`src/include/spi_client_pkg.sv`:
```
// shared constants, register layout and state carriers for the spi client
// Functional notes
// - host, select enabled, pin input: low select clears host, sets if flag
// - host mode: select pin configured as output never affects the block; client mode ignores it
// - select disable at one: select pin ignored in host mode
// - client normal mode: deselected means idle, writes allowed, no shifting
// - once selected, shifting starts on the first sck pulse
// - client normal mode: if flag set after every complete byte
// - normal mode write during transfer dropped, write collision flag set
// - select rising halts shifting and discards any partial byte
// - buffer enable selects buffered mode with buffers and extra flags
// - buffered, wait receive zero: writes go to buffer, dummy byte first
// - the dummy byte is whatever the shift register already holds
// - buffered write while buffer full is dropped, buffer unchanged
// - buffer empty flag clears on buffer write, sets on move to shifter
// - receive complete set one cycle after buffer empty rises at end
// - transfer complete set one cycle after receive complete, all sent
// - wait receive one: user data shifts from select low, no dummy
// - wait receive one: byte written while deselected moves next cycle; here only if the shifter holds no unsent buffered byte
// - wait receive one: flag timing same as wait receive zero
// - client with output data pin: pin released while deselected
// - buffered: received bytes enter a two entry fifo, reads pop it
// - bit order zero sends msb first, one sends lsb first
package spi_client_pkg;
  localparam int unsigned BYTE_W    = 8;
  localparam int unsigned CNT_W     = 4;
  localparam int unsigned BUS_W     = 32;
  localparam int unsigned RX_DEPTH  = 2;
  localparam logic [CNT_W-1:0] BYTE_BITS = 4'h8;
  localparam logic [CNT_W-1:0] CNT_ZERO  = 4'h0;
  localparam logic [CNT_W-1:0] CNT_ONE   = 4'h1;
  localparam logic [1:0] FIFO_FULL = 2'h2;
  localparam logic [1:0] FIFO_ONE  = 2'h1;
  localparam logic [1:0] FIFO_NONE = 2'h0;
  localparam logic [BYTE_W-1:0] BYTE_ZERO = 8'h00;
  localparam logic [BUS_W-BYTE_W-1:0] PAD_ZERO = 24'h000000;
  // register indices, byte address is four times the index
  localparam logic [3:0] IDX_CONTROL_FIRST  = 4'h0;
  localparam logic [3:0] IDX_CONTROL_SECOND = 4'h1;
  localparam logic [3:0] IDX_FLAGS          = 4'h3;
  localparam logic [3:0] IDX_DATA           = 4'h4;
  localparam logic [3:0] IDX_PIN_DIR        = 4'h5;
  localparam int unsigned IDX_LO = 2;
  localparam int unsigned IDX_HI = 5;
  // field positions
  localparam int unsigned CF_ORDER = 6;
  localparam int unsigned CF_HOST  = 5;
  localparam int unsigned CF_EN    = 0;
  localparam int unsigned CS_BUF   = 7;
  localparam int unsigned CS_WAIT  = 6;
  localparam int unsigned CS_SDIS  = 2;
  localparam int unsigned FL_IF    = 7;
  localparam int unsigned FL_COLL  = 6;
  localparam int unsigned FL_RXC   = 7;
  localparam int unsigned FL_TXC   = 6;
  localparam int unsigned FL_DRE   = 5;
  localparam int unsigned FL_OVF   = 0;
  localparam int unsigned PD_SS_OUT   = 0;
  localparam int unsigned PD_MISO_OUT = 1;

  typedef enum logic {LINK_IDLE, LINK_ACTIVE} link_t;

  typedef struct packed {
    logic order;
    logic host;
    logic enable;
    logic buf_en;
    logic buf_wait;
    logic sel_dis;
    logic ss_out;
    logic miso_dir;
  } config_t;

  typedef struct packed {
    logic if_f;
    logic coll_f;
    logic rxc_f;
    logic txc_f;
    logic ovf_f;
  } flags_t;

  typedef struct packed {
    logic [BUS_W-1:0] prdata;
    logic             pready;
    logic             pslverr;
  } apb_out_t;

  typedef struct packed {
    link_t                          link;
    config_t                        cfg;
    flags_t                         flg;
    logic [BYTE_W-1:0]              shreg;
    logic [CNT_W-1:0]               bit_cnt;
    logic                           rx_bit;
    logic                           sck_d;
    logic [BYTE_W-1:0]              rx_data;
    logic [BYTE_W-1:0]              tx_buf;
    logic                           tx_full;
    logic                           sh_valid;
    logic                           done_d1;
    logic                           done_d2;
    logic                           txc_p1;
    logic                           txc_p2;
    logic [RX_DEPTH-1:0][BYTE_W-1:0] rx_mem;
    logic [1:0]                     rx_cnt;
    apb_out_t                       apb;
    logic                           miso;
    logic                           miso_oe_n;
  } state_t;
endpackage

```
`src/design/spi_client.sv`:
```
// spi client shifter with multi-host select handling and apb registers
//
// Implementation choices: the APB interface to the registers and the address map.
`timescale 1ns/1ns
module spi_client #(
  parameter int unsigned ADDR_W = 8
) (
  input  wire logic                                pclk,
  input  wire logic                                presetn,
  input  wire logic                                psel,
  input  wire logic                                penable,
  input  wire logic                                pwrite,
  input  wire logic [ADDR_W-1:0]                   paddr,
  input  wire logic [spi_client_pkg::BUS_W-1:0]    pwdata,
  output logic      [spi_client_pkg::BUS_W-1:0]    prdata,
  output logic                                     pready,
  output logic                                     pslverr,
  input  wire logic                                sck_in,
  input  wire logic                                select_n_in,
  input  wire logic                                mosi_in,
  output logic                                     miso_out,
  output logic                                     miso_oe_n
);
  spi_client_pkg::state_t st_r;
  spi_client_pkg::state_t st_nxt;
  logic                   sck_s;
  logic                   ss_n_s;
  logic                   mosi_s;
  logic                   sel;
  logic                   done;
  logic                   acc;
  logic                   wr_data;
  logic                   preload;
  logic                   busy;
  logic [3:0]             idx;
  logic                   mapped;
  logic [spi_client_pkg::BYTE_W-1:0] rd_byte;
  logic [spi_client_pkg::BYTE_W-1:0] wbyte;

  // pin inputs are synchronised; select resets to deselected
  sync2 #(
    .W       (3),
    .RST_VAL (3'h2)
  ) u_sync (
    .pclk    (pclk),
    .presetn (presetn),
    .d       ({sck_in, select_n_in, mosi_in}),
    .q       ({sck_s, ss_n_s, mosi_s})
  );

  assign idx   = paddr[spi_client_pkg::IDX_HI:spi_client_pkg::IDX_LO];
  assign wbyte = pwdata[spi_client_pkg::BYTE_W-1:0];

  always_comb
  begin
    mapped = (paddr[1:0] == 2'h0)
             && (paddr[ADDR_W-1:spi_client_pkg::IDX_HI+1] == '0)
             && (idx == spi_client_pkg::IDX_CONTROL_FIRST
                 || idx == spi_client_pkg::IDX_CONTROL_SECOND
                 || idx == spi_client_pkg::IDX_FLAGS
                 || idx == spi_client_pkg::IDX_DATA
                 || idx == spi_client_pkg::IDX_PIN_DIR);
    rd_byte = spi_client_pkg::BYTE_ZERO;
    case (idx)
      spi_client_pkg::IDX_CONTROL_FIRST:
      begin
        rd_byte[spi_client_pkg::CF_ORDER] = st_r.cfg.order;
        rd_byte[spi_client_pkg::CF_HOST]  = st_r.cfg.host;
        rd_byte[spi_client_pkg::CF_EN]    = st_r.cfg.enable;
      end
      spi_client_pkg::IDX_CONTROL_SECOND:
      begin
        rd_byte[spi_client_pkg::CS_BUF]  = st_r.cfg.buf_en;
        rd_byte[spi_client_pkg::CS_WAIT] = st_r.cfg.buf_wait;
        rd_byte[spi_client_pkg::CS_SDIS] = st_r.cfg.sel_dis;
      end
      spi_client_pkg::IDX_FLAGS:
      begin
        if (st_r.cfg.buf_en)
        begin
          rd_byte[spi_client_pkg::FL_RXC] = st_r.flg.rxc_f;
          rd_byte[spi_client_pkg::FL_TXC] = st_r.flg.txc_f;
          rd_byte[spi_client_pkg::FL_DRE] = !st_r.tx_full;
          rd_byte[spi_client_pkg::FL_OVF] = st_r.flg.ovf_f;
        end
        else
        begin
          rd_byte[spi_client_pkg::FL_IF]    = st_r.flg.if_f;
          rd_byte[spi_client_pkg::FL_COLL]  = st_r.flg.coll_f;
        end
      end
      spi_client_pkg::IDX_DATA:
        rd_byte = st_r.cfg.buf_en ? st_r.rx_mem[0] : st_r.rx_data;
      spi_client_pkg::IDX_PIN_DIR:
      begin
        rd_byte[spi_client_pkg::PD_SS_OUT]   = st_r.cfg.ss_out;
        rd_byte[spi_client_pkg::PD_MISO_OUT] = st_r.cfg.miso_dir;
      end
      default:
        rd_byte = spi_client_pkg::BYTE_ZERO;
    endcase
  end

  always_comb
  begin
    st_nxt  = st_r;
    done    = 1'b0;
    preload = 1'b0;
    acc     = psel && penable && st_r.apb.pready;
    wr_data = acc && pwrite && mapped && idx == spi_client_pkg::IDX_DATA;
    sel     = st_r.cfg.enable && !st_r.cfg.host && !ss_n_s;
    busy    = sel && st_r.bit_cnt != spi_client_pkg::CNT_ZERO;

    // apb: one setup cycle, answer in the first access cycle
    st_nxt.apb.pready  = psel && !penable;
    st_nxt.apb.pslverr = psel && !penable && !mapped;
    st_nxt.apb.prdata  = (psel && !penable && mapped && !pwrite)
                         ? {spi_client_pkg::PAD_ZERO, rd_byte}
                         : '0;

    st_nxt.sck_d = sck_s;
    st_nxt.done_d1 = 1'b0;
    st_nxt.done_d2 = st_r.done_d1;
    st_nxt.txc_p1  = 1'b0;
    st_nxt.txc_p2  = st_r.txc_p1;

    // software writes; flags are cleared first so hardware sets win
    if (acc && pwrite && mapped)
    begin
      case (idx)
        spi_client_pkg::IDX_CONTROL_FIRST:
        begin
          st_nxt.cfg.order  = pwdata[spi_client_pkg::CF_ORDER];
          st_nxt.cfg.host   = pwdata[spi_client_pkg::CF_HOST];
          st_nxt.cfg.enable = pwdata[spi_client_pkg::CF_EN];
        end
        spi_client_pkg::IDX_CONTROL_SECOND:
        begin
          st_nxt.cfg.buf_en   = pwdata[spi_client_pkg::CS_BUF];
          st_nxt.cfg.buf_wait = pwdata[spi_client_pkg::CS_WAIT];
          st_nxt.cfg.sel_dis  = pwdata[spi_client_pkg::CS_SDIS];
        end
        spi_client_pkg::IDX_FLAGS:
        begin
          if (st_r.cfg.buf_en)
          begin
            if (pwdata[spi_client_pkg::FL_RXC])
              st_nxt.flg.rxc_f = 1'b0;
            if (pwdata[spi_client_pkg::FL_TXC])
              st_nxt.flg.txc_f = 1'b0;
            if (pwdata[spi_client_pkg::FL_OVF])
              st_nxt.flg.ovf_f = 1'b0;
          end
          else
          begin
            if (pwdata[spi_client_pkg::FL_IF])
              st_nxt.flg.if_f = 1'b0;
            if (pwdata[spi_client_pkg::FL_COLL])
              st_nxt.flg.coll_f = 1'b0;
          end
        end
        spi_client_pkg::IDX_PIN_DIR:
        begin
          st_nxt.cfg.ss_out   = pwdata[spi_client_pkg::PD_SS_OUT];
          st_nxt.cfg.miso_dir = pwdata[spi_client_pkg::PD_MISO_OUT];
        end
        default:
          st_nxt.cfg = st_nxt.cfg;
      endcase
    end

    // reading data in buffered mode pops the receive fifo
    if (acc && !pwrite && mapped && idx == spi_client_pkg::IDX_DATA
        && st_r.cfg.buf_en && st_r.rx_cnt != spi_client_pkg::FIFO_NONE)
    begin
      st_nxt.rx_mem[0] = st_r.rx_mem[1];
      st_nxt.rx_cnt    = st_r.rx_cnt - spi_client_pkg::FIFO_ONE;
    end

    // client link: deselect halts and drops any partial byte
    case (st_r.link)
      spi_client_pkg::LINK_IDLE:
      begin
        st_nxt.bit_cnt = spi_client_pkg::CNT_ZERO;
        if (sel)
          st_nxt.link = spi_client_pkg::LINK_ACTIVE;
      end
      spi_client_pkg::LINK_ACTIVE:
      begin
        if (!sel)
        begin
          st_nxt.link    = spi_client_pkg::LINK_IDLE;
          st_nxt.bit_cnt = spi_client_pkg::CNT_ZERO;
        end
        else if (sck_s && !st_r.sck_d)
        begin
          // edges are only seen if each sck phase spans the sampler
          st_nxt.rx_bit  = mosi_s;
          st_nxt.bit_cnt = st_r.bit_cnt + spi_client_pkg::CNT_ONE;
        end
        else if (!sck_s && st_r.sck_d
                 && st_r.bit_cnt != spi_client_pkg::CNT_ZERO)
        begin
          st_nxt.shreg = st_r.cfg.order
                         ? {st_r.rx_bit, st_r.shreg[7:1]}
                         : {st_r.shreg[6:0], st_r.rx_bit};
          if (st_r.bit_cnt == spi_client_pkg::BYTE_BITS)
          begin
            done           = 1'b1;
            st_nxt.bit_cnt = spi_client_pkg::CNT_ZERO;
          end
        end
      end
      default:
        st_nxt.link = spi_client_pkg::LINK_IDLE;
    endcase

    if (done && !st_r.cfg.buf_en)
    begin
      st_nxt.flg.if_f = 1'b1;
      st_nxt.rx_data  = st_nxt.shreg;
    end
    else if (done)
    begin
      if (st_nxt.rx_cnt == spi_client_pkg::FIFO_FULL)
        st_nxt.flg.ovf_f = 1'b1;
      else
      begin
        st_nxt.rx_mem[st_nxt.rx_cnt[0]] = st_nxt.shreg;
        st_nxt.rx_cnt = st_nxt.rx_cnt + spi_client_pkg::FIFO_ONE;
      end
      st_nxt.done_d1 = 1'b1;
      if (st_r.tx_full)
      begin
        st_nxt.shreg    = st_r.tx_buf;
        st_nxt.tx_full  = 1'b0;
        st_nxt.sh_valid = 1'b1;
      end
      else
      begin
        st_nxt.sh_valid = 1'b0;
        st_nxt.txc_p1   = 1'b1;
      end
    end

    if (st_r.done_d1)
      st_nxt.flg.rxc_f = 1'b1;
    if (st_r.done_d2 && st_r.txc_p2)
      st_nxt.flg.txc_f = 1'b1;

    // with wait receive set, a deselected client loads user data at once
    preload = st_r.cfg.buf_en && st_r.cfg.buf_wait && !sel && !done
              && st_r.tx_full && !st_r.sh_valid;
    if (preload)
    begin
      st_nxt.shreg    = st_r.tx_buf;
      st_nxt.tx_full  = 1'b0;
      st_nxt.sh_valid = 1'b1;
    end

    // without preload the first byte out is the old shifter content
    if (wr_data && st_r.cfg.buf_en)
    begin
      if (!st_r.tx_full)
      begin
        st_nxt.tx_buf  = wbyte;
        st_nxt.tx_full = 1'b1;
      end
    end
    else if (wr_data)
    begin
      if (busy)
        st_nxt.flg.coll_f = 1'b1;
      else
        st_nxt.shreg = wbyte;
    end

    // competing host pulls select low: demote to client
    if (st_r.cfg.enable && st_r.cfg.host && !st_r.cfg.sel_dis
        && !st_r.cfg.ss_out && !ss_n_s)
    begin
      st_nxt.cfg.host = 1'b0;
      st_nxt.flg.if_f = 1'b1;
    end

    st_nxt.miso      = st_nxt.cfg.order ? st_nxt.shreg[0]
                                        : st_nxt.shreg[7];
    st_nxt.miso_oe_n = !(sel && st_r.cfg.miso_dir);
  end

  always_ff @(posedge pclk or negedge presetn)
  begin
    if (!presetn)
    begin
      st_r           <= '0;
      st_r.link      <= spi_client_pkg::LINK_IDLE;
      st_r.miso_oe_n <= 1'b1;
    end
    else
      st_r <= st_nxt;
  end

  assign prdata    = st_r.apb.prdata;
  assign pready    = st_r.apb.pready;
  assign pslverr   = st_r.apb.pslverr;
  assign miso_out  = st_r.miso;
  assign miso_oe_n = st_r.miso_oe_n;
endmodule

```
`src/design/sync2.sv`:
```
// two flip-flop synchroniser for pin inputs
`timescale 1ns/1ns
module sync2 #(
  parameter int unsigned    W       = 1,
  parameter logic [W-1:0]   RST_VAL = '0
) (
  input  wire logic         pclk,
  input  wire logic         presetn,
  input  wire logic [W-1:0] d,
  output logic      [W-1:0] q
);
  logic [W-1:0] meta_r;

  always_ff @(posedge pclk or negedge presetn)
  begin
    if (!presetn)
    begin
      meta_r <= RST_VAL;
      q      <= RST_VAL;
    end
    else
    begin
      meta_r <= d;
      q      <= meta_r;
    end
  end
endmodule

```
`config.mk`:
```
export PLATFORM = sky130hd
export DESIGN_NAME = spi_client
export DESIGN_NICKNAME = d
export VERILOG_FILES = /design/src/include/spi_client_pkg.sv /design/src/design/spi_client.sv /design/src/design/sync2.sv
export SDC_FILE = /design/constraint.sdc
export NUM_CORES = 1
export LEC_CHECK = 0
export BUFFER_PORTS_ARGS = -buffer_cell sky130_fd_sc_hd__buf_4
export CAP_MARGIN = 20
export CELL_PAD_IN_SITES_DETAIL_PLACEMENT = 1
export CELL_PAD_IN_SITES_GLOBAL_PLACEMENT = 1
export CORE_ASPECT_RATIO = 1.4
export CORE_UTILIZATION = 43
export CTS_CLUSTER_DIAMETER = 30
export DETAILED_ROUTE_END_ITERATION = 12
export GPL_ROUTABILITY_DRIVEN = 0
export PLACE_DENSITY = 0.76
export SYNTH_ARGS = -nofsm -noshare
export SYNTH_HDL_FRONTEND = slang
export SYNTH_HIERARCHICAL = 1
export SYNTH_SLANG_ARGS = --single-unit
```
`constraint.sdc`:
```
create_clock -name pclk -period 3 [get_ports pclk]
set_input_delay 0.6 -clock pclk [delete_from_list [all_inputs] [get_ports pclk]]
set_output_delay 0.6 -clock pclk [all_outputs]
set_load 0.1 [all_outputs]
```
-- Word-level counts from Yosys, hierarchy flattened
Cells that the tools add are included.
- register bits after elaboration: 86
- bits of input ports: 48
- output and inout port bits: 36
- word-level logic and storage cells: 212
- $add $sub $neg: 3
- magnitude comparators: 2
- eq/ne operators: 10
- multiplexer cells: 71
- bitwise gates (word level): 4
- reduce and logical (&&, ||, !) cells: 86
- operator list (operator ; number):
    8-bit 2-to-1 mux ; 12
    10-bit 2-to-1 mux ; 4
    1-bit logical AND ; 36
    1-bit 2-to-1 mux ; 28
    2-bit nonzero test ; 12
    9-bit 2-to-1 mux ; 2
    16-bit bitwise mux ; 1
    1-bit zero test ; 15
    3-bit 2-to-1 mux ; 5
    2-bit AND reduction ; 7
    13-bit 2-to-1 mux ; 1
    12-bit 2-to-1 mux ; 1
    4-bit 2-to-1 mux ; 3
    4-bit AND reduction ; 3
    2-bit 2-to-1 mux ; 5
    3-bit nonzero test ; 3
    8-bit demux with 1-bit select ; 1
    4-bit by 3-bit == test with 1-bit output, second input constant ; 2
    4-bit by 2-bit != test with 1-bit output, second input constant ; 2
    1-bit case mux with 4 select lines ; 2
    4-bit case mux with 2 select lines ; 1
    1-bit case mux with 3 select lines ; 2
    3-bit AND reduction ; 2
    5-bit 2-to-1 mux ; 1
    17 further kinds ; 25

-- Depth between registers and ports, before layout
- depth after elaboration: 20
- mapped depth: 12
- gate-level depth less buffers: 10

-- Hierarchy
Netlist, hierarchy kept.
- by module, submodules not included (module ; instances ; cells each ; area each (µm²) ; sequential area each (µm²)):
    spi_client ; 1 ; 383 ; 4147.7 ; 2003.2
    sync2 ; 1 ; 6 ; 152.6 ; 152.6

-- Worst setup path after synthesis
No wires, ideal clock.
- path type: input to register
- start: in paddr[1]
- end: reg st_r[47] (netlist name)
- setup time: 0.125 ns
- data arrival time: 2.980 ns
- data required time: 2.875 ns
- path slack: -0.105 ns
- cell stages on the path: 11
- path buffers: 2
- path through: or4_4 > a211oi_4 > nand4_4 > buf_6 > nand2_1 > o21ai_0 > ha_1 > nor4_1 > a21o_1 > buf_6 > mux2_2
- word-level cells in the longest chain between the ends: 13
- ends and longest elaborated chain (item ; RTL line ; text):
    from (decl) ; spi_client.sv:13 ; input wire logic [ADDR_W-1:0] paddr,
    2-bit zero test * ; spi_client.sv:56 ; mapped = (paddr[1:0] == 2'h0)
    1-bit logical AND * ; spi_client.sv:57 ; && (paddr[ADDR_W-1:spi_client_pkg::IDX_HI+1] == '0)
    1-bit logical AND * ; spi_client.sv:58 ; && (idx == spi_client_pkg::IDX_CONTROL_FIRST
    1-bit logical AND * (2 in series) ; spi_client.sv:173 ; if (acc && !pwrite && mapped && idx == spi_client_pkg::IDX_DATA
    1-bit logical AND * (2 in series) ; spi_client.sv:174 ; && st_r.cfg.buf_en && st_r.rx_cnt != spi_client_pkg::FIFO_NONE)
    10-bit 2-to-1 mux * ; spi_client.sv:173 ;
    1-bit by 2-bit < comparator with 1-bit output (not written as such) / 1-bit greater-or-equal comparator (equally long branches) ; spi_client.sv:229 ; st_nxt.rx_mem[st_nxt.rx_cnt[0]] = st_nxt.shreg;
    1-bit logical AND (not written as such) ; spi_client.sv:229 ;
    8-bit 2-to-1 mux (not written as such) ; spi_client.sv:229 ;
    8-bit demux with 1-bit select ; spi_client.sv:229 ;
    16-bit bitwise mux ; spi_client.sv:229 ;
    to (signal assigned) ; spi_client.sv:300 ; st_r <= st_nxt;
    to (decl) ; spi_client.sv:24 ; spi_client_pkg::state_t st_r;
Every way passes the cells marked *; elsewhere a longest branch is shown, timed or not.
A chain may end at the register's enable or synchronous reset.

-- Worst setup path in the final report
Same ends and word-level chain as after synthesis.

==> metrics.txt <==
#FFs+latches synth=86; height of the die=120 um; critical path's largest stage delay=0.55 ns; number of gates resized after CTS=0; HP Class=in2async; Num CTS Buffers=9; Port Buffer Count=35; Post-CTS Setup Bufs=0; hold_buf cts=0; H-tree Lvls=3; Post-Syn Area per Cell=11.1 sq um; Post-Place Cell Area=0.00467 sq mm; total core area=0.00956 sq mm; final setup fails=0; count of final hold-check violations=0; Critical path buffers and inverters=1; count leader, synth=dfrtp_1; ys async rst share=100%; relative slew slack=between 50% and 60%; Routed WL=10,600 um; Worst R2R End=st_r[47]; cell family with most CP delay=simple AND/OR/NAND/NOR gates; dominant cell type by area after synthesis=dfrtp_1; number of vias per cell=5.28; Startpoint Class=input port; Routed Antenna Nets=0; global route hottest layer=met2; max cap viols=0; CTS Buffer Depth=2; setup slack, reg-to-reg=between 0.3 and 0.4 ns; Die Area=0.0104 sq mm; WS Path Type=in2reg; Clock transition at path regs=0.06 ns; maximum net fanout on the critical path=5; Mapped Area=0.00430 sq mm; initial antenna violation count=0; post-synth cell types=52; ANT cells=0; multi-input logic area=0.00186 sq mm; layout cells sized above 1=28.8%; clk root buf=clkbuf_16; Tightest Pin Transition=~0.63 ns; RSZ-0062 raised after global routing=no; First DRT Iteration DRCs=210; Starting Density=between 40 and 50%; met2 Usage GRT=40.2%; Worst EP required=approximately 3.2 ns; overall power=2.86 mW; Slew Viols, Final=0; post-synthesis sequential area ratio=between 50% and 60%; number of fill cells=1,058; io pins=84; Final min period=2.75 ns; crit path DAT=2.98 ns; Area Overhead vs Synth=17.5%; vias in the first global route=approximately 3.3k; Top FF cell, synth=dfrtp_1; register area=0.00216 sq mm; P_leak=2.38 nW; Worst Skew=0.00946 ns; TritonCTS sink count=86; GR Util met1=24.6%; Total GRT Usage=22.0%; Nets=about 490; Die Span X=86.5 um; worst vdd ir=326 uV; global-route wire length before repair=17,000 um; CTS tree=built; drt drc=0; top post-synthesis cells by count=83 x dfrtp_1, 34 x mux2_2, 34 x nand2_1, 32 x buf_4, 30 x nor2_1; pwr/cell area=565 mW/mm^2; slowest CP cell=or4_4; clock latency on the worst-skew pair=0.35 ns; R2R depth=10; HPWL after DPL=about 7600 um; Cell Chain, Critical Path=buf_4 -> or4_4 -> a211oi_4 -> nand4_4 -> nand2_1 -> o21ai_0 -> ha_2 -> nor4_1 -> a21o_1 -> mux2_2; largest cells by area after synthesis=dfrtp_1 48%, mux2_2 8.9%, mux2i_1 5.6%; largest net degree at the start of global routing=47; grt ovf=0; pre-CTS WS=-0.0990 ns; # rows=42; via count=3,010; CP endpoint kind=flip-flop; setup TNS=0 ns; status=finished, final reports clean; Pre-antenna DRT Iters=4; Post-Syn Instances=389; Yosys top cell area share=48.3%; met3 usage=3.69%; design area=0.00505 sq mm; post-route setup slack=0.248 ns; Ys Warns=6; EDFF count, synth=0; Tcrit/Tclk final=91.7%; wire per inst=18.6 um; FF-to-FF Start=st_r[36]; f_max=~360 MHz
flip-flops by register name (all words and copies together) (netlist names):
signal,flops
miso_out,1
st_nxt,2
pslverr,1
pready,1
miso_oe_n,1
u_sync/q,3
prdata,8
st_r,66
u_sync/meta_r,3
metal layers:
layer  up-vias  wire length, um
li1       1390                -
met1      1525             4150
met2        73             5790
met3        22              360
met4         0              304
met5         -                0
placed cells by master, fill, tap and decap left out, types with 5 or more instances in the layout:
| master | netlist | routed |
|---|---|---|
| inv_1 | 17 | 17 |
| o21ai_0 | 15 | 15 |
| conb_1 | 1 | 24 |
| nand2_1 | 34 | 34 |
| dfrtp_1 | 83 | 83 |
| clkbuf_16 | 0 | 9 |
| nor3_1 | 7 | 7 |
| buf_4 | 32 | 56 |
| mux2_2 | 34 | 34 |
| bufinv_16 | 0 | 5 |
| nor2_1 | 30 | 30 |
| mux2i_1 | 24 | 24 |
| a21oi_1 | 23 | 23 |
| nor3b_1 | 5 | 5 |
| a22o_1 | 5 | 5 |
power by group:
part	switching [mW]	leakage [nW]	internal [mW]
clock network	0.473	0.187	0.984
logic	0.194	1.09	0.0335
registers	0.00373	1.10	1.17
total	0.670	2.38	2.18
logic make-up after synthesis:
kind of cell / share of synthesized area, %
AOI/OAI and AO/OA: 9.66
xor gates and xnor gates: 0.378
adders and majority gates: 1.16
buffers and inverters: 8.93
DFF: 50.1
muxes: 15.5
other: 0.0872
and+or+nand+nor: 14.1
metrics by stage:
step | util [%] | hold slack [ns] | instances
floorplan | - | 0.304 | 412
finish | 52.9 | 0.260 | 570
detailed placement | 48.8 | 0.336 | 554
CTS | 52.9 | 0.276 | 570
global placement | 48.8 | 0.332 | 554
global route | 52.9 | 0.308 | 570
worst reg2reg max path, cell delays in order, from the launching register on:
cell and delay (ns):
dfrtp_1 0.40, inv_1 0.12, ha_1 0.21, nor3_1 0.33, nand4_4 0.17, nand2_1 0.12
o21ai_0 0.13, ha_2 0.23, nor4_1 0.25, a21o_1 0.25, mux2_2 0.37
how the worst max path moves through the flow:
stage	start	end	slack (ns)	depth (start not counted)
floorplan	paddr[1]	st_r[47]	0.02	11
global placement	paddr[1]	st_r[52]	-0.02	10
detailed placement	paddr[1]	st_r[47]	-0.1	10
CTS	paddr[1]	st_r[48]	0.24	10
global route	paddr[1]	st_r[50]	0.12	11
finish	paddr[1]	st_r[47]	0.25	10
area by class of cell:
cell class / count / share of cell area (%)
clock buffers: 10 / 4.53
clock inverters: 6 / 3.14
inverters: 17 / 1.26
multi-input cells: 263 / 36.8
flip-flops and latches: 86 / 42.6
well taps: 132 / 3.27
repair buffers: 56 / 8.32
Power figures use the tool's default switching activity.
